**src/bodc_consts.svh**
```systemverilog
`ifndef BODC_CONSTS_SVH
`define BODC_CONSTS_SVH
// power reduction field value that shuts the detector circuitry off
`define BODC_PMOD_TOTAL_PD 2'h3
// bit positions within the reset source byte
`define BODC_RSRC_BOF_BIT 5
`define BODC_RSRC_POF_BIT 4
// bit positions within the power control byte
`define BODC_POWER_CONTROL_REG_DETECTOR_POWERDOWN_BIT_BIT 5
`define BODC_POWER_CONTROL_REG_BOI_BIT 4
`define BODC_POWER_CONTROL_REG_PMOD_HI 1
`define BODC_POWER_CONTROL_REG_PMOD_LO 0
// reset values
`define BODC_DETECTOR_POWERDOWN_BIT_RESET 1'h0
`define BODC_FLAG_RESET 1'h0
`define BODC_POWER_CONTROL_REG_RESET 8'h00
`endif

```
**src/bodc_pkg.sv**
```systemverilog
`default_nettype none
package bodc_pkg;
    // power control bits that steer the detector
    typedef struct packed {
        logic detector_powerdown_bit;
        logic brownout_irq_select;
        logic [1:0] power_reduction_field;
    } bodc_ctrl_s;
    // sticky flags of the reset source register
    typedef struct packed {
        logic brownout_flag;
        logic power_on_flag;
    } bodc_flags_s;
endpackage
`default_nettype wire

```
**src/bodc_brownout_control.sv**
```systemverilog
`include "bodc_consts.svh"
`default_nettype none
module bodc_brownout_control
    import bodc_pkg::*;
(
    // clock and reset
    input wire logic mclk_in,
    input wire logic rst_in,
    // initial power-on indication from the power-on detector, one clock pulse
    input wire logic power_on_event_in,
    // analogue comparator, high while supply is below the trip level
    input wire logic trip_below_in,
    // configuration fuse and interrupt enable
    input wire logic brownout_fuse_enable_in,
    input wire logic brownout_irq_enable_in,
    // power control register write
    input wire logic power_control_reg_wr_in,
    input wire logic [7:0] power_control_reg_data_in,
    // reset source register write; a zero bit clears that flag
    input wire logic reset_source_reg_wr_in,
    input wire logic [7:0] reset_source_reg_data_in,
    // status and responses
    output logic [7:0] power_control_reg_out,
    output logic brownout_flag_out,
    output logic power_on_flag_out,
    output logic brownout_active_out,
    output logic brownout_reset_out,
    output logic brownout_irq_out
);
    bodc_ctrl_s ctrl;
    bodc_flags_s flags;
    logic trip_sync;
    logic active;
    logic bo_event;
    logic irq_mode;
    logic fuse_sync;

    function automatic logic detect_active(input logic fuse, input bodc_ctrl_s c);
        detect_active = fuse && !c.detector_powerdown_bit
            && (c.power_reduction_field != `BODC_PMOD_TOTAL_PD);
    endfunction

    bodc_sync u_trip_sync (
        .mclk_in(mclk_in),
        .rst_in(rst_in),
        .async_in(trip_below_in),
        .level_out(trip_sync)
    );

    // fuse is static but comes from outside, so it is synchronised as well
    bodc_sync u_fuse_sync (
        .mclk_in(mclk_in),
        .rst_in(rst_in),
        .async_in(brownout_fuse_enable_in),
        .level_out(fuse_sync)
    );

    assign active = detect_active(fuse_sync, ctrl);
    assign bo_event = active && trip_sync;
    assign irq_mode = ctrl.brownout_irq_select && brownout_irq_enable_in;

    // power control bits; power-down bit comes up clear
    always_ff @(posedge mclk_in or posedge rst_in) begin
        if (rst_in) begin
            ctrl.detector_powerdown_bit <= `BODC_DETECTOR_POWERDOWN_BIT_RESET;
            ctrl.brownout_irq_select <= 1'h0;
            ctrl.power_reduction_field <= 2'h0;
        end else if (power_control_reg_wr_in) begin
            ctrl.detector_powerdown_bit <= power_control_reg_data_in[`BODC_POWER_CONTROL_REG_DETECTOR_POWERDOWN_BIT_BIT];
            ctrl.brownout_irq_select <= power_control_reg_data_in[`BODC_POWER_CONTROL_REG_BOI_BIT];
            ctrl.power_reduction_field <=
                power_control_reg_data_in[`BODC_POWER_CONTROL_REG_PMOD_HI:`BODC_POWER_CONTROL_REG_PMOD_LO];
        end
    end

    // other control bits of the power control byte are held for readback only
    always_ff @(posedge mclk_in or posedge rst_in) begin
        if (rst_in) begin
            power_control_reg_out <= `BODC_POWER_CONTROL_REG_RESET;
        end else if (power_control_reg_wr_in) begin
            power_control_reg_out <= power_control_reg_data_in;
        end
    end

    // sticky flags; a hardware set wins over a software clear in the same cycle
    always_ff @(posedge mclk_in or posedge rst_in) begin
        if (rst_in) begin
            flags <= {`BODC_FLAG_RESET, `BODC_FLAG_RESET};
        end else begin
            if (bo_event || (power_on_event_in && fuse_sync)) begin
                flags.brownout_flag <= 1'h1;
            end else if (reset_source_reg_wr_in && !reset_source_reg_data_in[`BODC_RSRC_BOF_BIT]) begin
                flags.brownout_flag <= 1'h0;
            end
            if (power_on_event_in) begin
                flags.power_on_flag <= 1'h1;
            end else if (reset_source_reg_wr_in && !reset_source_reg_data_in[`BODC_RSRC_POF_BIT]) begin
                flags.power_on_flag <= 1'h0;
            end
        end
    end

    assign brownout_flag_out = flags.brownout_flag;
    assign power_on_flag_out = flags.power_on_flag;

    // responses registered; reset follows the live condition, irq follows the flag
    always_ff @(posedge mclk_in or posedge rst_in) begin
        if (rst_in) begin
            brownout_active_out <= 1'h0;
            brownout_reset_out <= 1'h0;
            brownout_irq_out <= 1'h0;
        end else begin
            brownout_active_out <= active;
            brownout_reset_out <= bo_event && !irq_mode;
            brownout_irq_out <= active && irq_mode && (flags.brownout_flag || bo_event);
        end
    end
endmodule
`default_nettype wire

```
**src/bodc_sync.sv**
```systemverilog
`default_nettype none
module bodc_sync (
    input wire logic mclk_in,
    input wire logic rst_in,
    input wire logic async_in,
    output logic level_out
);
    logic [2:0] stage;
    always_ff @(posedge mclk_in or posedge rst_in) begin
        if (rst_in) begin
            stage <= 3'h0;
        end else begin
            stage <= {stage[1:0], async_in};
        end
    end
    // a change counts only once the second and third stages agree
    always_ff @(posedge mclk_in or posedge rst_in) begin
        if (rst_in) begin
            level_out <= 1'h0;
        end else if (stage[1] == stage[2]) begin
            level_out <= stage[2];
        end
    end
endmodule
`default_nettype wire

```
**config.mk**
```make
export PLATFORM = sky130hd
export DESIGN_NAME = bodc_brownout_control
export DESIGN_NICKNAME = d
export VERILOG_FILES = /design/src/bodc_pkg.sv /design/src/bodc_brownout_control.sv /design/src/bodc_sync.sv
export VERILOG_INCLUDE_DIRS = /design/src
export SDC_FILE = /design/constraint.sdc
export NUM_CORES = 1
export LEC_CHECK = 0
export BUFFER_PORTS_ARGS = -buffer_cell sky130_fd_sc_hd__buf_4
export CAP_MARGIN = 20
export CORE_ASPECT_RATIO = 1.25
export CORE_UTILIZATION = 30
export CTS_CLUSTER_DIAMETER = 40
export CTS_CLUSTER_SIZE = 40
export DETAILED_ROUTE_END_ITERATION = 12
export SETUP_SLACK_MARGIN = 0.15
export SYNTH_ARGS = -nofsm -noshare
export SYNTH_HDL_FRONTEND = slang
export SYNTH_SLANG_ARGS = --single-unit
```
**constraint.sdc**
```tcl
create_clock -name mclk_in -period 0.8 [get_ports mclk_in]
set_input_delay 0.04 -clock mclk_in [delete_from_list [all_inputs] [get_ports mclk_in]]
set_output_delay 0.04 -clock mclk_in [all_outputs]
set_load 0.005 [all_outputs]
```
== Word level (Yosys, flattened, before mapping) ==
Index checks and enable logic that the tools add are counted.
Cells by class
  reduce and logical (&&, ||, !) cells: 18
  mux-type cells: 4
  equal/unequal tests: 3
Operators with widths (count)
  $logic_and 1x1->1: 10
  $logic_not 1->1: 4
  $mux 1: 4
  $reduce_bool 2->1: 2
  $eq 1x1->1: 2
  $logic_or 1x1->1: 2
  $ne 2x2->1 const B: 1
Word-level totals
  word-level logic and storage cells: 38
  output and inout port bits: 13
  register bits after elaboration: 25

== Logic depth before layout (Yosys ltp) ==
Gate-level depths: netlist (run 1).
  depth after elaboration: 6
  depth in mapped cells: 3
  depth with buffers taken out: 3

== Modules after synthesis ==
A second synthesis (run 1) with hierarchy kept.
Unflattened totals
  cell total of the unflattened synthesis: 46
  area, all modules: 733.2 µm²
Modules (own cells, without submodules)
  bodc_brownout_control: sequential area each 325.3 µm², instances 1, area each 503.0 µm², cells each 34
  bodc_sync: sequential area each 100.1 µm², instances 2, area each 115.1 µm², cells each 6

== Worst setup path after synthesis (run 1) ==
Ideal clock, no wire load.
  path kind: reg-to-reg
  start point: register u_fuse_sync.level_out
  end point: register flags (netlist bit brownout_flag_out)
  path slack: -0.123 ns
  clock period less this slack: 0.923 ns
  stages on the path, launching flop included: 4
  arrival time: 0.797 ns
  path buffers: 0
  cell sequence: dfrtp_1 > inv_1 > a211oi_2 > a221o_2
Between the ends
  longest elaborated chain between the ends: 5
RTL lines
  start, declared: line bodc_sync.sv:6  | output logic level_out
  start signal, assigned: line bodc_sync.sv:21  | level_out <= stage[2];
  $logic_and 1x1->1 (*) (2 in a row): line bodc_brownout_control.sv:39  | detect_active = fuse && !c.detector_powerdown_bit
  named net active: line bodc_brownout_control.sv:33  | logic active;
  $logic_and 1x1->1 (*): line bodc_brownout_control.sv:59  | assign bo_event = active && trip_sync;
  $logic_or 1x1->1 (*): line bodc_brownout_control.sv:90  | if (bo_event || (power_on_event_in && fuse_sync)) begin
  $mux 1 / $reduce_bool 2->1 (equally long branches)
  end signal, assigned: line bodc_brownout_control.sv:88  | flags <= {`BODC_FLAG_RESET, `BODC_FLAG_RESET};
  end, declared: line bodc_brownout_control.sv:31  | bodc_flags_s flags;
Mark *: on every way through the listed nets, which the timed path passes. The rest lies on a longest branch.
A chain may end at the register's enable or synchronous reset.

== Worst setup path in the final report (run 1) ==
  start point: register power_control_reg_out[5]
  end point: output power_control_reg_out[5]
RTL lines
  start, declared: line bodc_brownout_control.sv:23  | output logic [7:0] power_control_reg_out,
  start signal, assigned: line bodc_brownout_control.sv:79  | power_control_reg_out <= `BODC_POWER_CONTROL_REG_RESET;
  start signal, assigned: line bodc_brownout_control.sv:81  | power_control_reg_out <= power_control_reg_data_in;
No word-level cell between the ends.

==> key figures, run 1 <==
Logic synthesis
  – Yosys cell types: 14
  – Average size of a mapped cell: 16.4 µm²
  – #FFs+latches synth: 21
  – Synth top area share: 72.7%
  – Synthesized area: 723 µm²
  – Largest cells by area after synthesis: dfrtp_1 (73%), mux2_2 (12%), maj3_1 (2.8%)
  – Post-synth top area cell: dfrtp_1
  – Sequential share of the synthesized area: 72.7%
  – Yosys warnings: 0
  – Mapped Cells: 44
  – Syn nets: 68

Layout
  – Multi-input gate area: 195 µm²
  – Nets: 115
  – Share of cells above drive strength 1: 65.6%
  – Most common cell after layout, fill and taps aside: buf_4
  – Diode count: 0
  – Most frequent cells in the layout: buf_4 (23), dfrtp_1 (20), buf_6 (17), mux2_2 (7)
  – Area Overhead vs Synth: 65.1%
  – Finished Cell Area: 1190 µm²
  – Fillers: 225
  – Sequential cell area: 527 µm²

Worst setup path
  – Reg2reg end: brownout_irq_out$_DFF_PP0_
  – CP startpoint kind: register
  – Critical R2R Launch: ctrl[0]$_DFFE_PP0P_
  – Slowest library cell on the worst path: dfrtp_2
  – Worst Path Max Fanout: 3
  – Worst EP required: 0.76 ns
  – Reg2reg setup slack: -0.20 ns
  – CP bufs+invs: 2
  – Crit-path max cell delay: 0.45 ns
  – Reg2Reg Depth: 2
  – Crit path max-delay family: flip-flops
  – Arr. time, crit path: 0.97 ns
  – WS Path Type: reg2out
  – CP most frequent cell: buf_6
  – Crit-path cells: buf_6 > buf_6
  – Critical Path End Type: output pin

Place
  – I/O Buffers: 30
  – Placer congestion estimate: 0.688
  – Dpl cell area: 1020 µm²
  – DP Wirelength: 930 µm
  – Pre-CTS setup slack: -0.242 ns

Timing
  – Slew @ Worst Pin: 0.262 ns
  – Clock Skew: 0.00236 ns
  – Fin. Hold Viols: 10
  – Setup violations, final: 22
  – RSZ-0062 raised after global routing: true
  – Final worst path period need: 1.01 ns
  – Final worst slack: -0.213 ns
  – Fin crit share: 127%
  – Setup TNS Final: -2.36 ns
  – Final Max Slew Viols: 0
  – Fmax achieved: 987 MHz
  – Slew HR: 82.5%
  – Worst hold slack: -0.0723 ns

CTS
  – Cts hold-fix bufs: 3
  – CTS tree: done
  – CTS max path bufs: 2
  – Clock Latency Late Sink: 0.30 ns
  – Worst-path clk slew: 0.11 ns
  – CTS Sinks: 21
  – H-tree levels: 1
  – CTS root buffer: clkbuf_4
  – Total CTS buffers: 3

Die
  – Die area: 2610 µm²
  – Ports: 37
  – Initial core utilization: 32.4%
  – Die Span Y: 56.9 µm
  – Chip Width: 45.9 µm
  – Num rows: 19
  – Core area: 2230 µm²

GRT
  – First-pass GRT wire length: 2160 µm
  – Number of global-route vias before repair: 553
  – Initial antenna violation count: 0
  – Pin count of the biggest net entering global routing: 22
  – GRT Total Usage: 12.0%
  – Grt ovf: 0

Hold path
  – Worst hold path depth: 2
  – Worst min path class: in2reg
  – Hold Crit Start: power_on_event_in
  – Worst Hold Path EP: power_on_flag_out$_DFFE_PP0P_

Run status
  – Violated checks: hold timing, setup timing
  – Outcome: finished with violations

Pwr
  – Pleak: 0.575 nW
  – PD cells: 1810 nW/µm²
  – Worst vdd ir: 1.20 mV

Flow run
  – Max-cap violations: 0

Routing
  – DR pass1 iterations: 2
  – Final ANT Viol Nets: 0
  – Initial drt markers: 1
  – DRT Wirelength: 1420 µm
  – Drt drc: 0
  – Routed wire per std cell: 11.7 µm
  – Vias per cell: 4.27
  – Routed vias: 517
==> what timing repair did <==
item / 4_1_cts / 5_1_grt
endpoints found under the hold margin: 33 / 10
gates resized for setup: 15 / 7
pin swaps: 2 / 2
buffers inserted: 3 / 2
endpoints found under the setup margin: 27 / 28
==> cell usage after synthesis <==
library cell	count
a221o_2	1
nor2_1	1
dfrtp_1	21
buf_2	1
nand2b_1	1
and3_1	1
inv_1	3
nand2_1	1
a211oi_2	1
a21o_1	1
mux2_2	8
nor3b_2	1
a21boi_0	1
maj3_1	2
==> cells by family after synthesis <==
family | Yosys count | share of synthesized area (%)
flops | 21 | 72.7
simple gates | 5 | 4.50
buf+inv | 4 | 2.25
mux | 8 | 12.5
fa+ha+maj | 2 | 2.77
compound gates | 4 | 5.36
==> metrics by stage <==
step	utilization (%)	total power, W	instances
finish	53.4	0.00216	121
global route	53.4	0.00226	121
CTS	51.7	0.00216	119
detailed placement	45.7	0.00156	109
global placement	45.7	0.00155	109
floorplan	-	0.00134	44
==> per-layer routing <==
metal,GRT usage (%),vias to the layer above,share of wire [%]
met1,12.3,251,38
met5,0,-,0
met3,1.93,4,4.6
met4,8.82,0,2.8
li1,-,240,-
met2,20.5,22,55
==> power breakdown <==
group          internal (W)  total (W)  switching (W)  leakage (nW)
logic              0.000327   0.000462       0.000135         0.310
clock network      0.000186   0.000486       0.000300        0.0177
registers           0.00115    0.00122      0.0000657         0.247
total               0.00166    0.00216       0.000500         0.575
==> worst max-delay path by stage <==
| stage | startpoint | endpoint | slack (ns) | cells past startpoint |
|---|---|---|---|---|
| floorplan | u_fuse_sync.level_out$_DFFE_PP0N_ | brownout_flag_out$_DFFE_PP0P_ | -0.12 | 3 |
| global placement | u_fuse_sync.level_out$_DFFE_PP0N_ | brownout_flag_out$_DFFE_PP0P_ | -0.15 | 3 |
| detailed placement | u_fuse_sync.level_out$_DFFE_PP0N_ | brownout_irq_out$_DFF_PP0_ | -0.24 | 3 |
| CTS | power_control_reg_out[1]$_DFFE_PP0P_ | brownout_irq_out$_DFF_PP0_ | -0.22 | 2 |
| global route | ctrl[0]$_DFFE_PP0P_ | brownout_irq_out$_DFF_PP0_ | -0.26 | 2 |
| finish | power_control_reg_out[5]$_DFFE_PP0P_ | power_control_reg_out[5] | -0.21 | 2 |
==> area by class of cell <==
cell class	count	area share, %
repair buffers	43	33.0
clock inverters	1	0.419
clock buffers	3	1.89
inverters	3	0.943
well taps	31	3.25
multi-input cells	19	16.4
flip-flops and latches	21	44.1
==> sequential cells by signal, summed over array words and instances, names as in the netlist <==
register               cells
brownout_active_out        1
brownout_flag_out          1
brownout_irq_out           1
brownout_reset_out         1
ctrl                       1
power_control_reg_out      7
power_on_flag_out          1
u_fuse_sync.level_out      1
u_fuse_sync.stage          3
u_trip_sync.level_out      1
u_trip_sync.stage          3
Power figures use the tool's default switching activity.
==> run 2, diff against run 1 <==
Settings changed: CTS_BUF_LIST set to sky130_fd_sc_hd__clkbuf_4, SETUP_SLACK_MARGIN 0.15 to not set.
==> run 2 against run 1 <==
Compared with the run above: combinational power increased by 3%; hold slack better by 0.091 ns; clock skew is 0.0053 ns higher; setup slack better by 0.0037 ns; critical path depth unchanged; power increased by 1.0%; first-iteration DRC count unchanged; cell area up 5.2%; non-clock buffer count grew 8; highest routed layer unchanged; critical path type is now reg2reg; largest power group unchanged; the run ends with setup timing left.
==> key figures, run 2 (synthesis results as in run 1) <==
Run status
  – Outcome: finished with violations
  – Violated checks: setup timing

GRT
  – Number of global-route vias before repair: 544 (-1.6%)
  – Grt ovf: 0 (unchanged)
  – Pin count of the biggest net entering global routing: 22 (unchanged)
  – Initial antenna violation count: 0 (unchanged)
  – First-pass GRT wire length: 2330 µm (+7.7%)
  – GRT Total Usage: 12.9% (+0.88 points)

Layout
  – Post-Layout Cell Count: 129 (+6.6%)
  – Largest Register: power_control_reg_out
  – Nets: 123 (+7.0%)
  – Diode count: 0 (unchanged)
  – Most common cell after layout, fill and taps aside: buf_4
  – Max reg flops: 7 (unchanged)
  – Area Overhead vs Synth: 73.7%
  – Most frequent cells in the layout: buf_4 (24), dfrtp_1 (21), buf_6 (15), dlygate4sd3_1 (12), mux2_2 (8)
  – Largest regs: power_control_reg_out (7), u_fuse_sync.stage (3), u_trip_sync.stage (3)
  – Finished Cell Area: 1260 µm² (+5.2%)
  – Share of cells above drive strength 1: 57.1% (-8.4 points)

Worst setup path
  – Crit-path cells: a211oi_2 > nor3b_2
  – Crit-path max cell delay: 0.40 ns (-0.05 ns)
  – Worst EP required: 1.03 ns (+0.27 ns)
  – CP startpoint kind: register
  – Slowest library cell on the worst path: dfrtp_1
  – Arr. time, crit path: 1.24 ns (+0.27 ns)
  – Reg2reg setup slack: -0.21 ns (about the same)
  – WS Path Type: reg2reg
  – Worst Path Max Fanout: 4 (+1)
  – Critical Path End Type: register

Timing
  – Clock Skew: 0.00771 ns (+0.00534 ns)
  – Slew HR: 81.2% (-1.3 points)
  – Fin. Hold Viols: 0 (-10)
  – Final worst path period need: 1.01 ns (-0.00369 ns)
  – Final worst slack: -0.210 ns (+0.00369 ns)
  – RSZ-0062 raised after global routing: true
  – Final Max Slew Viols: 0 (unchanged)
  – Fin crit share: 126% (-0.46 points)
  – Slew @ Worst Pin: 0.281 ns (+0.0188 ns)
  – Fmax achieved: 990 MHz (+0.37%)
  – Setup violations, final: 22 (unchanged)

Die
  – Chip Width: 45.9 µm (unchanged)
  – Initial core utilization: 32.4% (unchanged)
  – Num rows: 19 (unchanged)
  – Core area: 2230 µm² (unchanged)
  – Ports: 37 (unchanged)
  – Die area: 2610 µm² (unchanged)
  – Die Span Y: 56.9 µm (unchanged)

Hold path
  – Worst min path class: in2reg

Routing
  – Routed vias: 551 (+6.6%)
  – Vias per cell: 4.27 (about the same)
  – Drt drc: 0 (unchanged)
  – Initial drt markers: 1 (unchanged)
  – Routed wire per std cell: 11.8 µm (+0.41%)
  – Final ANT Viol Nets: 0 (unchanged)
  – DR pass1 iterations: 2 (unchanged)
  – DRT Wirelength: 1520 µm (+7.1%)

CTS
  – Clock Latency Late Sink: 0.30 ns (about the same)
  – CTS tree: done
  – CTS root buffer: clkbuf_4
  – CTS max path bufs: 2 (unchanged)
  – CTS Sinks: 21 (unchanged)
  – Total CTS buffers: 3 (unchanged)
  – Worst-path clk slew: 0.12 ns (about the same)
  – H-tree levels: 1 (unchanged)

Place
  – Placer congestion estimate: 0.718 (+4.4%)
  – Inst Count DP: 109 (unchanged)
  – Dpl cell area: 1020 µm² (unchanged)
  – I/O Buffers: 30 (unchanged)
  – DP Wirelength: 975 µm (+4.8%)

Pwr
  – Pleak: 0.603 nW (+4.8%)
  – PD cells: 1740 nW/µm² (-4.0%)
  – Worst vdd ir: 1.29 mV (+8.0%)

Flow run
  – Max-cap violations: 0 (unchanged)
run 2: critical path: cells and delay by family, from the launching register on:
kind / cells / cell delay, ns
DFF: 1 / 0.40
and+or+nand+nor: 1 / 0.23
AOI/OAI and AO/OA: 1 / 0.32
run 2: final timing paths:
kind | from | endpoint | depth (start not counted)
worst max-delay path | power_control_reg_out[1]$_DFFE_PP0P_ | brownout_irq_out$_DFF_PP0_ | 2
worst min-delay path | brownout_irq_enable_in | brownout_irq_out$_DFF_PP0_ | 3
worst max register to register | power_control_reg_out[1]$_DFFE_PP0P_ | brownout_irq_out$_DFF_PP0_ | 2
worst min register to register | u_trip_sync.stage[0]$_DFF_PP0_ | u_trip_sync.stage[1]$_DFF_PP0_ | 0
max in group asynchronous | rst_in | brownout_active_out$_DFF_PP0_ | 4
min in group asynchronous | rst_in | u_fuse_sync.stage[1]$_DFF_PP0_ | 4
run 2: what timing repair did:
item	in CTS	in global routing
buffers inserted	2	2
hold buffers	12	0
hold endpoints to repair	33	0
endpoints found under the setup margin	21	23
pin swaps	2	1
gates resized for setup	14	2
run 2: layout make-up:
cell class	count	area, µm²
Clock inverter	1	5.00
Sequential cell	21	526
Inverter	3	11.3
Tap cell	31	38.8
Fill cell	206	978
Multi-Input combinational cell	19	184
Clock buffer	3	22.5
Timing Repair Buffer	51	469
run 2: stage by stage:
stage	utilization [%]	setup slack (ns)	setup TNS, ns	total power [W]	hold WS, ns
2_1_floorplan	-	-0.123	-0.338	0.00134	0.0165
3_3_place_gp	45.7	-0.149	-0.621	0.00155	0.0858
3_5_place_dp	45.7	-0.225	-0.840	0.00156	0.0910
4_1_cts	55.2	-0.220	-2.37	0.00219	0.00731
5_1_grt	56.2	-0.280	-3.17	0.00228	0.0247
6_report	56.2	-0.210	-2.38	0.00219	0.0185
run 2: per-layer routing:
| metal | routed length [µm] | GRT usage (%) | share of wire (%) |
|---|---|---|---|
| met2 | 824 | 22.5 | 54 |
| met3 | 68 | 1.93 | 4.5 |
| met1 | 614 | 13.7 | 40 |
| met4 | 10 | 7.56 | 0.66 |
| met5 | 0 | 0 | 0 |
run 2: report_power, final:
group | switching [W] | leakage [nW] | total [W] | internal, W
clock | 0.000315 | 0.0177 | 0.000501 | 0.000186
sequential | 0.0000589 | 0.248 | 0.00121 | 0.00115
combinational | 0.000137 | 0.337 | 0.000476 | 0.000339
